File: src/design/ssb_map.vh
/*
  Constants of the strap, mode and status indicator block: timing, register
  offsets, field positions, reset values and encodings.
  Assumes a 25 MHz core clock and byte addresses on an 8-bit Wishbone address.
*/
`ifndef SSB_MAP_VH
`define SSB_MAP_VH
// timing
`define SSB_CLK_NS          40
`define SSB_BLINK_HALF_MS   500
`define SSB_BLINK_HALF_CYC  (`SSB_BLINK_HALF_MS * 1000000 / `SSB_CLK_NS)
`define SSB_MS_CYC          (1000000 / `SSB_CLK_NS)
`define SSB_RST_MIN_NS      1200
`define SSB_RST_MIN_CYC     ((`SSB_RST_MIN_NS + `SSB_CLK_NS - 1) / `SSB_CLK_NS)
`define SSB_SETTLE_CYC      4'h6
`define SSB_SELFTEST_TGL    2'h2
// capacities
`define SSB_PARAM_MAX       6'h1E
// register byte offsets
`define SSB_ADR_CTRL        8'h00
`define SSB_ADR_STATUS      8'h04
`define SSB_ADR_IRQ_STAT    8'h08
`define SSB_ADR_IRQ_MASK    8'h0C
`define SSB_ADR_PARAM_IDX   8'h10
`define SSB_ADR_PARAM_DATA  8'h14
`define SSB_ADR_IO_IDX      8'h18
`define SSB_ADR_IO_PROD     8'h1C
`define SSB_ADR_IO_CONS     8'h20
`define SSB_ADR_TRIG        8'h24
`define SSB_ADR_CYC_PERIOD  8'h28
// ctrl fields
`define SSB_CTRL_RUN        0
`define SSB_CTRL_FAULT      2:1
// irq bits
`define SSB_IRQ_PARAM       0
`define SSB_IRQ_DPRAM       1
`define SSB_IRQ_CONSUMED    2
`define SSB_IRQ_REFUSED     3
// reset values
`define SSB_IRQ_MASK_RST    4'h0
`define SSB_TRIG_RST        2'h0
`define SSB_PERIOD_RST      16'h0064
// trigger modes
`define SSB_TRIG_POLL       2'h0
`define SSB_TRIG_COS        2'h1
`define SSB_TRIG_CYCLIC     2'h2
// fault levels
`define SSB_FAULT_NONE      2'h0
`define SSB_FAULT_RECOV     2'h1
`define SSB_FAULT_FATAL     2'h2
// lamp patterns
`define SSB_LAMP_OFF        3'h0
`define SSB_LAMP_GRN        3'h1
`define SSB_LAMP_GRN_BLINK  3'h2
`define SSB_LAMP_RED_BLINK  3'h3
`define SSB_LAMP_RED        3'h4
`define SSB_LAMP_ALT        3'h5
`endif

File: src/design/ssb_sync.v
/*
  Three-stage input synchroniser with agreement filter.
  Assumes a pin asynchronous to clk; the level follows once stages two and
  three agree.
*/
`timescale 1ns/1ps
`include "ssb_map.vh"
module ssb_sync #(
  parameter RESET_LEVEL = 1'b0
) (
  // clock and reset
  input  wire clk,
  input  wire reset,
  // raw pin and filtered level
  input  wire pin,
  output reg  level
);
  reg s1_q;
  reg s2_q;
  reg s3_q;

  // shift chain; first stage feeds only the second
  always @(posedge clk)
  begin
    if (reset)
    begin
      s1_q  <= RESET_LEVEL;
      s2_q  <= RESET_LEVEL;
      s3_q  <= RESET_LEVEL;
      level <= RESET_LEVEL;
    end
    else
    begin
      s1_q <= pin;
      s2_q <= s1_q;
      s3_q <= s2_q;
      if (s2_q == s3_q)
        level <= s3_q;
    end
  end
endmodule

File: src/design/ssb_lamp.v
/*
  Two-colour indicator driver with active-low outputs.
  Assumes a pattern code and a blink phase from the same clock domain.
*/
`timescale 1ns/1ps
`include "ssb_map.vh"
module ssb_lamp (
  // clock and reset
  input  wire       clk,
  input  wire       reset,
  // pattern request
  input  wire [2:0] pattern,
  input  wire       phase,
  // indicator pins, low lights
  output reg        green_n,
  output reg        red_n
);
  // pattern to pin levels, unlit in reset
  always @(posedge clk)
  begin
    if (reset)
    begin
      green_n <= 1'b1;
      red_n   <= 1'b1;
    end
    else
    begin
      case (pattern)
        `SSB_LAMP_GRN:       {green_n, red_n} <= {1'b0, 1'b1};
        `SSB_LAMP_GRN_BLINK: {green_n, red_n} <= {~phase, 1'b1};
        `SSB_LAMP_RED_BLINK: {green_n, red_n} <= {1'b1, ~phase};
        `SSB_LAMP_RED:       {green_n, red_n} <= {1'b1, 1'b0};
        `SSB_LAMP_ALT:       {green_n, red_n} <= {~phase, phase};
        default:             {green_n, red_n} <= {1'b1, 1'b1};
      endcase
    end
  end
endmodule

File: src/design/ssb_strap_status.v
/*
  Strap sampling, run/config state, host interrupt line direction, parameter
  and I/O data stores, trigger generation and status indicators, with a
  classic Wishbone register slave.
  Assumes one 25 MHz clock, a synchronous active-high reset, straps and the
  host interrupt pin asynchronous, network-side signals on clk.
*/
`timescale 1ns/1ps
`include "ssb_map.vh"
module ssb_strap_status #(
  parameter integer BLINK_HALF_CYC = `SSB_BLINK_HALF_CYC,
  parameter integer MS_CYC         = `SSB_MS_CYC,
  parameter [5:0]   PARAM_DEPTH    = `SSB_PARAM_MAX,
  parameter integer PARAM_W        = 16
) (
  // clock and reset
  input  wire               clk,
  input  wire               reset,
  // wishbone slave
  input  wire [7:0]         wb_adr_i,
  input  wire [31:0]        wb_dat_i,
  input  wire [3:0]         wb_sel_i,
  input  wire               wb_we_i,
  input  wire               wb_cyc_i,
  input  wire               wb_stb_i,
  output reg  [31:0]        wb_dat_o,
  output reg                wb_ack_o,
  // straps
  input  wire               state_select_strap,
  input  wire               host_mode_strap,
  // host interrupt pin
  input  wire               host_int_i,
  output reg                host_int_o,
  output reg                host_int_oe_n,
  // interrupt and mode
  output reg                irq_o,
  output reg                run_state_o,
  output reg                serial_mode_o,
  // indicators
  output wire               module_ok_lamp_n,
  output wire               module_fault_lamp_n,
  output wire               network_ok_lamp_n,
  output wire               network_fault_lamp_n,
  // network side
  input  wire               net_consume_we,
  input  wire [5:0]         net_consume_idx,
  input  wire [7:0]         net_consume_data,
  input  wire               net_consume_done,
  input  wire [5:0]         net_produce_idx,
  output reg  [7:0]         net_produce_data,
  output reg                net_produce_trigger,
  input  wire               net_poll_req,
  input  wire               net_param_access,
  input  wire               net_dup_ok,
  input  wire               net_connected,
  input  wire               net_io_timeout,
  input  wire               net_comm_fault
);
  localparam [1:0]  ST_SETTLE   = 2'h0;
  localparam [1:0]  ST_SELFTEST = 2'h1;
  localparam [1:0]  ST_CONFIG   = 2'h2;
  localparam [1:0]  ST_RUN      = 2'h3;
  localparam [23:0] BLINK_LAST  = BLINK_HALF_CYC[23:0] - 24'h000001;
  localparam [14:0] MS_LAST     = MS_CYC[14:0] - 15'h0001;
  localparam integer RST_MIN_I  = `SSB_RST_MIN_CYC;
  localparam [4:0]  RST_MIN     = RST_MIN_I[4:0];

  // byte-lane merge of a write into a register image
  function [31:0] ssb_merge;
    input [31:0] old_v;
    input [31:0] new_v;
    input [3:0]  sel;
    integer      b;
    begin
      ssb_merge = old_v;
      for (b = 0; b < 4; b = b + 1)
        if (sel[b])
          ssb_merge[b*8 +: 8] = new_v[b*8 +: 8];
    end
  endfunction

  reg  [1:0]         state_q;
  reg  [3:0]         settle_q;
  reg  [1:0]         tgl_cnt_q;
  reg  [4:0]         rst_cnt_q;
  reg                short_rst_q;
  reg  [23:0]        blink_cnt_q;
  reg                phase_q;
  reg  [1:0]         fault_q;
  reg  [3:0]         irq_stat_q;
  reg  [3:0]         irq_mask_q;
  reg  [4:0]         param_idx_q;
  reg  [5:0]         param_cnt_q;
  reg  [5:0]         io_idx_q;
  reg  [1:0]         trig_q;
  reg  [15:0]        period_q;
  reg  [14:0]        ms_cnt_q;
  reg  [15:0]        per_cnt_q;
  reg                int_lvl_q;
  reg  [PARAM_W-1:0] param_mem [0:31];
  reg  [7:0]         prod_mem  [0:63];
  reg  [7:0]         cons_mem  [0:63];
  reg  [31:0]        rdata;
  reg  [2:0]         mod_pat;
  reg  [2:0]         net_pat;
  wire [2:0]         pin_raw;
  wire [2:0]         pin_lvl;
  wire               req;
  wire               wr;
  wire               run;
  wire               param_ok;
  wire               blink_wrap;
  wire [31:0]        mrg_ctrl;
  wire [31:0]        mrg_param;
  wire [31:0]        mrg_prod;
  wire [31:0]        mrg_reg;
  wire               st_done;
  wire               cos_write;
  wire               cyc_fire;
  wire               refused;
  wire [3:0]         irq_set;
  wire [3:0]         irq_clr;

  // straps and interrupt pin all pass the synchroniser
  assign pin_raw = {host_int_i, host_mode_strap, state_select_strap};
  genvar gi;
  generate
    for (gi = 0; gi < 3; gi = gi + 1)
    begin : g_sync
      ssb_sync #(
        .RESET_LEVEL (1'b0)
      ) u_sync (
        .clk   (clk),
        .reset (reset),
        .pin   (pin_raw[gi]),
        .level (pin_lvl[gi])
      );
    end
  endgenerate

  // bus request decode; writes land on the acknowledged edge
  assign req       = wb_cyc_i & wb_stb_i;
  assign wr        = req & wb_we_i & wb_ack_o;
  assign run       = (state_q == ST_RUN);
  assign mrg_ctrl  = ssb_merge({29'h0, fault_q, 1'b0}, wb_dat_i, wb_sel_i);
  assign mrg_param = ssb_merge({{(32-PARAM_W){1'b0}}, param_mem[param_idx_q]},
                               wb_dat_i, wb_sel_i);
  assign mrg_prod  = ssb_merge({24'h0, prod_mem[io_idx_q]}, wb_dat_i, wb_sel_i);
  // write merged over the addressed register's current image
  assign mrg_reg   = ssb_merge(rdata, wb_dat_i, wb_sel_i);
  // last edge of self test, pin direction switches with the state
  assign st_done   = (state_q == ST_SELFTEST) && blink_wrap &&
                     (tgl_cnt_q == `SSB_SELFTEST_TGL - 2'h1);
  // config fills below the depth, run touches only stored entries
  assign param_ok  = run ? ({1'b0, param_idx_q} < param_cnt_q)
                         : ((state_q == ST_CONFIG) &&
                            ({1'b0, param_idx_q} < PARAM_DEPTH));
  assign refused   = wr && (((wb_adr_i == `SSB_ADR_PARAM_DATA) && !param_ok) ||
                     ((wb_adr_i == `SSB_ADR_IO_PROD) && !run));
  assign cos_write = wr && run && (wb_adr_i == `SSB_ADR_IO_PROD) &&
                     (mrg_prod[7:0] != prod_mem[io_idx_q]);
  assign blink_wrap = (blink_cnt_q == BLINK_LAST);
  assign cyc_fire  = (ms_cnt_q == MS_LAST) && (period_q != 16'h0000) &&
                     (per_cnt_q + 16'h0001 >= period_q);

  // read mux
  always @*
  begin
    rdata = 32'h0;
    case (wb_adr_i)
      `SSB_ADR_CTRL:       rdata = {29'h0, fault_q, 1'b0};
      `SSB_ADR_STATUS:     rdata = {21'h0, param_cnt_q, short_rst_q, state_q,
                                    serial_mode_o, run_state_o};
      `SSB_ADR_IRQ_STAT:   rdata = {28'h0, irq_stat_q};
      `SSB_ADR_IRQ_MASK:   rdata = {28'h0, irq_mask_q};
      `SSB_ADR_PARAM_IDX:  rdata = {27'h0, param_idx_q};
      `SSB_ADR_PARAM_DATA: rdata = (run && param_ok) ?
                                   {{(32-PARAM_W){1'b0}}, param_mem[param_idx_q]} :
                                   32'h0;
      `SSB_ADR_IO_IDX:     rdata = {26'h0, io_idx_q};
      `SSB_ADR_IO_PROD:    rdata = run ? {24'h0, prod_mem[io_idx_q]} : 32'h0;
      `SSB_ADR_IO_CONS:    rdata = run ? {24'h0, cons_mem[io_idx_q]} : 32'h0;
      `SSB_ADR_TRIG:       rdata = {30'h0, trig_q};
      `SSB_ADR_CYC_PERIOD: rdata = {16'h0, period_q};
      default:             rdata = 32'h0;
    endcase
  end

  // one-wait-state acknowledge, unmapped reads return zero
  always @(posedge clk)
  begin
    if (reset)
    begin
      wb_ack_o <= 1'b0;
      wb_dat_o <= 32'h0;
    end
    else
    begin
      wb_ack_o <= req & ~wb_ack_o;
      if (req & ~wb_ack_o)
        wb_dat_o <= rdata;
    end
  end

  // reset length watch; pulses under the minimum are flagged
  always @(posedge clk)
  begin
    if (reset)
    begin
      // an unknown or stray count restarts, a full count stays
      if (rst_cnt_q == RST_MIN)
        rst_cnt_q <= RST_MIN;
      else if (rst_cnt_q < RST_MIN)
        rst_cnt_q <= rst_cnt_q + 5'h01;
      else
        rst_cnt_q <= 5'h01;
    end
    else if (state_q != ST_SETTLE)
      rst_cnt_q <= 5'h00;
  end

  // start-up sequence and run/config state
  always @(posedge clk)
  begin
    if (reset)
    begin
      state_q       <= ST_SETTLE;
      settle_q      <= 4'h0;
      tgl_cnt_q     <= 2'h0;
      short_rst_q   <= 1'b0;
      run_state_o   <= 1'b0;
      serial_mode_o <= 1'b1;
    end
    else
    begin
      case (state_q)
        ST_SETTLE:
        begin
          settle_q <= settle_q + 4'h1;
          if (settle_q == 4'h0)
            short_rst_q <= (rst_cnt_q < RST_MIN);
          if (settle_q == `SSB_SETTLE_CYC)
          begin
            serial_mode_o <= pin_lvl[1];
            run_state_o   <= 1'b0;
            state_q       <= ST_SELFTEST;
          end
        end
        ST_SELFTEST:
        begin
          if (blink_wrap)
            tgl_cnt_q <= tgl_cnt_q + 2'h1;
          if (st_done)
          begin
            // strap value taken once, later changes ignored
            if (pin_lvl[0])
            begin
              state_q     <= ST_RUN;
              run_state_o <= 1'b1;
            end
            else
              state_q <= ST_CONFIG;
          end
        end
        ST_CONFIG:
        begin
          if (wr && (wb_adr_i == `SSB_ADR_CTRL) && wb_sel_i[0] &&
              wb_dat_i[`SSB_CTRL_RUN])
          begin
            state_q     <= ST_RUN;
            run_state_o <= 1'b1;
          end
        end
        ST_RUN:
          state_q <= ST_RUN;
        default:
          state_q <= ST_SETTLE;
      endcase
    end
  end

  // blink timebase, half period 500 ms
  always @(posedge clk)
  begin
    if (reset)
    begin
      blink_cnt_q <= 24'h000000;
      phase_q     <= 1'b0;
    end
    else if (blink_wrap)
    begin
      blink_cnt_q <= 24'h000000;
      phase_q     <= ~phase_q;
    end
    else
      blink_cnt_q <= blink_cnt_q + 24'h000001;
  end

  // software control registers
  always @(posedge clk)
  begin
    if (reset)
    begin
      fault_q     <= `SSB_FAULT_NONE;
      irq_mask_q  <= `SSB_IRQ_MASK_RST;
      param_idx_q <= 5'h00;
      io_idx_q    <= 6'h00;
      trig_q      <= `SSB_TRIG_RST;
      period_q    <= `SSB_PERIOD_RST;
    end
    else if (wr)
    begin
      case (wb_adr_i)
        `SSB_ADR_CTRL:       fault_q     <= mrg_ctrl[`SSB_CTRL_FAULT];
        `SSB_ADR_IRQ_MASK:   irq_mask_q  <= mrg_reg[3:0];
        `SSB_ADR_PARAM_IDX:  param_idx_q <= mrg_reg[4:0];
        `SSB_ADR_IO_IDX:     io_idx_q    <= mrg_reg[5:0];
        `SSB_ADR_TRIG:       trig_q      <= mrg_reg[1:0];
        `SSB_ADR_CYC_PERIOD: period_q    <= mrg_reg[15:0];
        default:             fault_q     <= fault_q;
      endcase
    end
  end

  // parameter store: descriptions in config, values in run
  always @(posedge clk)
  begin
    if (reset)
      param_cnt_q <= 6'h00;
    else if (wr && (wb_adr_i == `SSB_ADR_PARAM_DATA) && param_ok)
    begin
      param_mem[param_idx_q] <= mrg_param[PARAM_W-1:0];
      if (!run && ({1'b0, param_idx_q} >= param_cnt_q))
        param_cnt_q <= {1'b0, param_idx_q} + 6'h01;
    end
  end

  // 64-byte produced and consumed blocks
  always @(posedge clk)
  begin
    if (wr && run && (wb_adr_i == `SSB_ADR_IO_PROD))
      prod_mem[io_idx_q] <= mrg_prod[7:0];
    if (run && net_consume_we)
      cons_mem[net_consume_idx] <= net_consume_data;
    net_produce_data <= prod_mem[net_produce_idx];
  end

  // produced data trigger: polled, change of state or cyclic
  always @(posedge clk)
  begin
    if (reset)
    begin
      ms_cnt_q            <= 15'h0000;
      per_cnt_q           <= 16'h0000;
      net_produce_trigger <= 1'b0;
    end
    else
    begin
      ms_cnt_q <= (ms_cnt_q == MS_LAST) ? 15'h0000 : ms_cnt_q + 15'h0001;
      if (cyc_fire || trig_q != `SSB_TRIG_CYCLIC)
        per_cnt_q <= 16'h0000;
      else if (ms_cnt_q == MS_LAST)
        per_cnt_q <= per_cnt_q + 16'h0001;
      case (trig_q)
        `SSB_TRIG_POLL:   net_produce_trigger <= run & net_poll_req;
        `SSB_TRIG_COS:    net_produce_trigger <= cos_write;
        `SSB_TRIG_CYCLIC: net_produce_trigger <= run & cyc_fire;
        default:          net_produce_trigger <= 1'b0;
      endcase
    end
  end

  // sticky events, write one to clear, set wins over clear
  assign irq_set[`SSB_IRQ_PARAM]    = net_param_access;
  assign irq_set[`SSB_IRQ_DPRAM]    = !serial_mode_o && (state_q[1]) &&
                                      pin_lvl[2] && !int_lvl_q;
  assign irq_set[`SSB_IRQ_CONSUMED] = run & net_consume_done;
  assign irq_set[`SSB_IRQ_REFUSED]  = refused;
  assign irq_clr = (wr && (wb_adr_i == `SSB_ADR_IRQ_STAT) && wb_sel_i[0]) ?
                   wb_dat_i[3:0] : 4'h0;

  always @(posedge clk)
  begin
    if (reset)
    begin
      irq_stat_q <= 4'h0;
      int_lvl_q  <= 1'b0;
      irq_o      <= 1'b0;
    end
    else
    begin
      irq_stat_q <= (irq_stat_q & ~irq_clr) | irq_set;
      int_lvl_q  <= pin_lvl[2];
      irq_o      <= |(irq_stat_q & irq_mask_q);
    end
  end

  // interrupt pin direction follows the latched host mode
  always @(posedge clk)
  begin
    if (reset)
    begin
      host_int_o    <= 1'b0;
      host_int_oe_n <= 1'b1;
    end
    else if ((state_q[1] || st_done) && serial_mode_o)
    begin
      host_int_o    <= irq_stat_q[`SSB_IRQ_PARAM];
      host_int_oe_n <= 1'b0;
    end
    else
    begin
      host_int_o    <= 1'b0;
      host_int_oe_n <= 1'b1;
    end
  end

  // lamp pattern selection
  always @*
  begin
    if (!state_q[1])
      mod_pat = `SSB_LAMP_ALT;
    else if (fault_q == `SSB_FAULT_FATAL)
      mod_pat = `SSB_LAMP_RED;
    else if (fault_q == `SSB_FAULT_RECOV)
      mod_pat = `SSB_LAMP_RED_BLINK;
    else if (run)
      mod_pat = `SSB_LAMP_GRN;
    else
      mod_pat = `SSB_LAMP_GRN_BLINK;
    if (net_comm_fault)
      net_pat = `SSB_LAMP_RED;
    else if (!net_dup_ok)
      net_pat = `SSB_LAMP_OFF;
    else if (net_io_timeout)
      net_pat = `SSB_LAMP_RED_BLINK;
    else if (net_connected)
      net_pat = `SSB_LAMP_GRN;
    else
      net_pat = `SSB_LAMP_GRN_BLINK;
  end

  // indicator drivers, active low
  ssb_lamp u_mod_lamp (
    .clk     (clk),
    .reset   (reset),
    .pattern (mod_pat),
    .phase   (phase_q),
    .green_n (module_ok_lamp_n),
    .red_n   (module_fault_lamp_n)
  );

  ssb_lamp u_net_lamp (
    .clk     (clk),
    .reset   (reset),
    .pattern (net_pat),
    .phase   (phase_q),
    .green_n (network_ok_lamp_n),
    .red_n   (network_fault_lamp_n)
  );
endmodule

File: config.mk
export PLATFORM = sky130hd
export DESIGN_NAME = ssb_strap_status
export DESIGN_NICKNAME = d
export VERILOG_FILES = /design/src/design/ssb_sync.v /design/src/design/ssb_lamp.v /design/src/design/ssb_strap_status.v
export VERILOG_INCLUDE_DIRS = /design/src /design/src/design
export SDC_FILE = /design/constraint.sdc
export NUM_CORES = 2
export LEC_CHECK = 0
export CORE_MARGIN = 4
export CORE_UTILIZATION = 55
export CTS_CLUSTER_SIZE = 40
export DETAILED_ROUTE_END_ITERATION = 10
export DONT_BUFFER_PORTS = 1
export HOLD_SLACK_MARGIN = 0.05
export PLACE_DENSITY_LB_ADDON = 0.3
export SLEW_MARGIN = 20
export SYNTH_ARGS = -nofsm -noshare
export SYNTH_HDL_FRONTEND = slang
export SYNTH_SLANG_ARGS = --single-unit
File: constraint.sdc
create_clock -name clk -period 7.5 [get_ports clk]
set_input_delay 1.125 -clock clk [delete_from_list [all_inputs] [get_ports clk]]
set_output_delay 1.125 -clock clk [all_outputs]
set_load 0.005 [all_outputs]
# Yosys cells after proc, flatten, opt, wreduce, memory -nomap -nowiden

Memories as Yosys holds them, arrays and structs flattened. A register that Yosys moved wholly into a read port is not among the register bits.
Cells that the tools add are included.

Bitwise logic cells: 14
Magnitude comparators: 5
Reduce and logical (&&, ||, !) cells: 59
$add $sub $neg: 7
Equality and inequality tests: 41
Muxes and demuxes: 52

Operators with widths:

| cell                                                             | count |
|---|---|
| 16-bit one-hot mux with 11 select lines                          | 1 |
| 8-bit two-way mux                                                | 7 |
| 8-bit by 5-bit == test with 1-bit output (second input constant) | 4 |
| 5-bit two-way mux                                                | 6 |
| 1-bit logical AND                                                | 25 |
| 24-bit by 1-bit adder with 24-bit output (second input constant) | 1 |
| 24-bit == test (second input constant)                           | 1 |
| 8-bit by 6-bit == test with 1-bit output (second input constant) | 3 |
| 6-bit two-way mux                                                | 4 |
| 2-bit AND reduction                                              | 9 |
| 16-bit by 1-bit adder with 16-bit output (second input constant) | 1 |
| 8-bit by 4-bit == test with 1-bit output (second input constant) | 2 |
| 16-bit >= comparator                                             | 1 |
| 16-bit two-way mux                                               | 1 |
| 2-bit two-way mux                                                | 8 |
| 16-bit nonzero test                                              | 1 |
| 15-bit by 1-bit adder with 15-bit output (second input constant) | 1 |
| 15-bit == test (second input constant)                           | 1 |
| 1-bit two-way mux                                                | 14 |
| 3-bit by 2-bit == test with 1-bit output (second input constant) | 4 |
| 3-bit == test (second input constant)                            | 4 |
| 1-bit one-hot mux with 3 select lines                            | 4 |
| 2-bit OR reduction                                               | 6 |
| 5-bit < comparator (second input constant)                       | 2 |
| other kinds (35)                                                 | 67 |

RAM bits: 1536
Input port bits: 80
Bits in registers: 171
Word-level logic and storage cells: 223
Memories: 3

Memory list:

| name      | depth | bits a word | rd ports | clocked after Yosys merged registers in | wr ports | line                   | RTL |
|---|---|---|---|---|---|---|---|
| cons_mem  | 64    | 8           | 1        | 1                                       | 1        | ssb_strap_status.v:102 | `reg [7:0] cons_mem [0:63];` |
| param_mem | 32    | 16          | 1        | 1                                       | 1        | ssb_strap_status.v:100 | `reg [PARAM_W-1:0] param_mem [0:31];` |
| prod_mem  | 64    | 8           | 2        | 2                                       | 1        | ssb_strap_status.v:101 | `reg [7:0] prod_mem [0:63];` |

# Depth between registers and ports, before layout

Depth after elaboration: 9
Depth in mapped cells: 17
Mapped depth without buffers: 17

# Modules after synthesis

Synthesis repeated with hierarchy kept, for this count alone.

Cell total of the unflattened synthesis: 3823
Area total of the unflattened synthesis: 72051.6 um^2

By module, submodules not included:

| module           | area each (um^2) | instances | seq. area each (um^2) | cells each |
|---|---|---|---|---|
| ssb_strap_status | 71501.1          | 1         | 49337.3               | 3769 |
| ssb_sync         | 112.6            | 3         | 80.1                  | 10 |
| ssb_lamp         | 106.4            | 2         | 40.0                  | 12 |

# Least setup slack after synthesis

OpenSTA, ideal clock, no wires.

Path type: reg2reg
Start: register (tool-made name)
End: memory prod_mem[0][3], data pin
Stages on the path, launching flop included: 11
Arrival: 4477 ps
Required time: 6798 ps
Path buffers: 4
Setup time: 702 ps
Path slack: 2321 ps
Path through: dfxtp_1 > buf_4 > buf_4 > buf_4 > buf_4 > or3b_2 > o32ai_1 > a311oi_1 > a22oi_1 > nand2_1 > o21ai_0

RTL lines:

| element          | line |
|---|---|
| end: declaration | ssb_strap_status.v:101 |

==> flow_summary_export.csv <==
group,metric,value,unit
outcome,run_status,"completed",
timing,slew_headroom,21.88,%
clock_network,postCtsResizedCells,0,
clock_network,root_buffer,"clkbuf_16",
grt,grt_max_degree,129,
power_and_ir_drop,internal-power,15390,uW
hold_path,hp-class,"primary input to flop",
power_and_ir_drop,irDropWorstVdd,273.8,uV
drt,vias,37560,
timing,setup_viol,0,
worst_setup_path,r2r_slack,3050,ps
worst_setup_path,critPathLaunchType,"flop",
drt,ant_nets,0,
timing,finalHoldViolations,0,
drt,wl_per_cell,29.79,um
grt,antenna_found_initial,10,
power_and_ir_drop,p_switching,3957,uW
final_layout,drive_gt1_share,25.30,%
synthesis,synth_cells,3816,
timing,final_max_slew_viol_count,0,
clock_network,htree_num_levels,4,
final_layout,area_growth,10.34,%
clock_network,holdBufCountCts,0,
power_and_ir_drop,leakagePower,0.02401,uW
worst_setup_path,endpoint,"io_idx_q[0]",
final_layout,antenna_cells,0,
clock_network,cts_setup_buffers,0,
synthesis,synth_ff_type,"edfxtp_1",
floorplan,fp-row-count,132,
final_layout,multi_input_area,21350,um2
drt,routed-wl-met3,17570,um
drt,routedLengthMet1,68050,um
power_and_ir_drop,p_comb_share,2.4,%
timing,rsz0062_at_grt,"no",
synthesis,ys_seq_area_share,69.04,%
grt,grt_pass1_wl,250200,um
worst_setup_path,critPathKind,"flop to flop",
drt,routed.top_layer,"met5",
drt,drc,0,
floorplan,ioPinCount,131,
power_and_ir_drop,pwr_density_cell,243.8,nW/um2
drt,wl,169600,um
power_and_ir_drop,p_seq_share,54.2,%
timing,period_share,59.38,%
clock_network,cts_sinks,1710,
drt,avgViaCountPerCell,6.595,
job,maxCapViolations,0,
synthesis,yosysWarnings,0,
grt,grt-ovfl-total,0,
synthesis,ys_ff_latch,1710,
clock_network,cts_tree,"built",
timing,fmax,224.5,MHz
timing,tns,0,ps
worst_setup_path,endpoint_kind,"flop",
clock_network,cts_buffers,172,
timing,worstMarginPinSlew,1167,ps
synthesis,synth_area,71930,um2
worst_setup_path,rr_endpoint,"io_idx_q[0]",
timing,whs,403.9,ps
power_and_ir_drop,switching_share,20.45,%
final_layout,finish.utilization,61.21,%
final_layout,finalNetCount,3940,
floorplan,die_x,369.6,um
worst_setup_path,arrival,5100,ps
floorplan,core,129600,um2
synthesis,avgSynthCellArea,18.85,um2
placement,io_buffers,0,
worst_setup_path,reg2regPathDepth,9,
clock_network,clock_path_buffers,3,
floorplan,die_area,136600,um2
clock_network,clkTransAtPathRegs,60,ps
power_and_ir_drop,p_clk_share,43.4,%
synthesis,ys_async_sr_fraction,0,%
grt,track_usage,25.05,%
worst_setup_path,cp_max_fo,41,
grt,grt_pass1_vias,37418,
synthesis,yosysUniqueCellTypes,72,
drt,dr_wl_met2,79500,um
floorplan,start_util,55.48,%
synthesis,synth-edff-count,1541,
drt,first_pass_iters,6,
final_layout,register_area,49680,um2
timing,fin_skew,39.62,ps
final_layout,nFillCells,8954,
drt,drtIter0Drc,5330,
placement,dp_hpwl,101900,um
floorplan,die_y,369.6,um
timing,layout_min_cycle_time,4454,ps
clock_network,clock_latency,800,ps
worst_setup_path,required,8150,ps
placement,place_congestion,0.9020,
final cells by class:
class | count | share of cell area [%]
multi-input cells | 1842 | 26.90
well taps | 1742 | 2.746
clock buffers | 212 | 5.701
inverters | 43 | 0.2034
repair buffers | 53 | 0.6117
clock inverters | 93 | 1.238
flip-flops and latches | 1710 | 62.60
cells by family after synthesis:
logic type                 share of synthesized area, %
other                                          0.005214
DFF                                               69.04
adders and majority gates                        0.6610
AOI/OAI and AO/OA                                 2.517
xor gates and xnor gates                         0.9376
muxes                                             20.24
buffers and inverters                             1.851
and+or+nand+nor                                   4.752
power groups by stage:
stage	combinational, uW	sequential, uW	clock [uW]
final	467	10500	8400
after CTS	461	10500	8500
after global routing	508	10500	8940
after floorplan	382	10700	0
after global placement	448	10700	0
after detailed placement	459	10700	0
through the flow:
step / cell area [um2] / setup slack [ps] / std cells / power (uW)
2_1_floorplan: 71980 / 2321 / 3831 / 11060
3_3_place_gp: 73710 / 2385 / 5390 / 11140
3_5_place_dp: 73730 / 2413 / 5390 / 11150
4_1_cts: 79240 / 3034 / 5695 / 19450
5_1_grt: 79360 / 2717 / 5695 / 19940
6_report: 79360 / 3046 / 5695 / 19350
critical path: stages (launching register included):
cell and delay (ps):
dfxtp_4 850, buf_12 370, mux4_2 550, mux2_2 310, a221oi_1 550, nand3_1 310
nand3_1 320, o2111ai_1 220, o21ai_1 510, o21ai_0 240
how the worst min path moves through the flow:
stage                           from                    end  slack (ps)  depth (start not counted)
6_report                       reset  g_sync[1].u_sync.s2_q         400                          1
5_1_grt                        reset  g_sync[2].u_sync.s2_q         350                          1
4_1_cts                        reset  g_sync[2].u_sync.s2_q         330                          1
3_5_place_dp   g_sync[1].u_sync.s1_q  g_sync[1].u_sync.s2_q         440                          1
3_3_place_gp             ms_cnt_q[0]            ms_cnt_q[0]         430                          1
2_1_floorplan  g_sync[0].u_sync.s1_q  g_sync[0].u_sync.s2_q         410                          1
cell usage after synthesis, drive strengths merged (16+ instances only):
library cell / n / share of area, %
a211oi: 26 / 0.27
a21oi: 49 / 0.34
a22oi: 28 / 0.29
and3: 20 / 0.17
buf: 130 / 1.1
clkbuf: 106 / 0.55
dfxtp: 169 / 4.7
edfxtp: 1541 / 64
ha: 38 / 0.66
inv: 42 / 0.22
mux2: 28 / 0.44
mux2i: 84 / 1.2
mux4: 595 / 19
nand2: 126 / 0.66
nand3: 63 / 0.44
nand3b: 29 / 0.30
nand4: 19 / 0.17
nor2: 368 / 1.9
nor2b: 24 / 0.21
nor3: 16 / 0.11
o21ai: 44 / 0.31
xnor2: 28 / 0.34
xor2: 49 / 0.60
cells in the final DEF, fill, tap and decap left out, drive strengths merged, types with 38 or more instances in the layout:
master,instances
mux4,595
buf,53
edfxtp,1541
o21ai,44
mux2i,84
a21oi,49
clkbuf,212
clkinv,65
nand2,126
xor2,49
ha,38
nor2,368
nand3,63
dfxtp,169
inv,52
registers in the layout (all words and copies together) (netlist names), 8 cells and up, named ones only:
signal	count
cons_mem	512
period_q	16
net_produce_data	8
ms_cnt_q	15
blink_cnt_q	24
wb_dat_o	16
per_cnt_q	16
prod_mem	512
param_mem	512
metal layers:
layer / vias up / GRT usage (%)
li1: 15598 / -
met2: 1952 / 37.99
met4: 8 / 7.257
met3: 280 / 6.688
met5: - / 0
met1: 19722 / 36.38
Note: power is estimated with default switching activity, not from simulation.
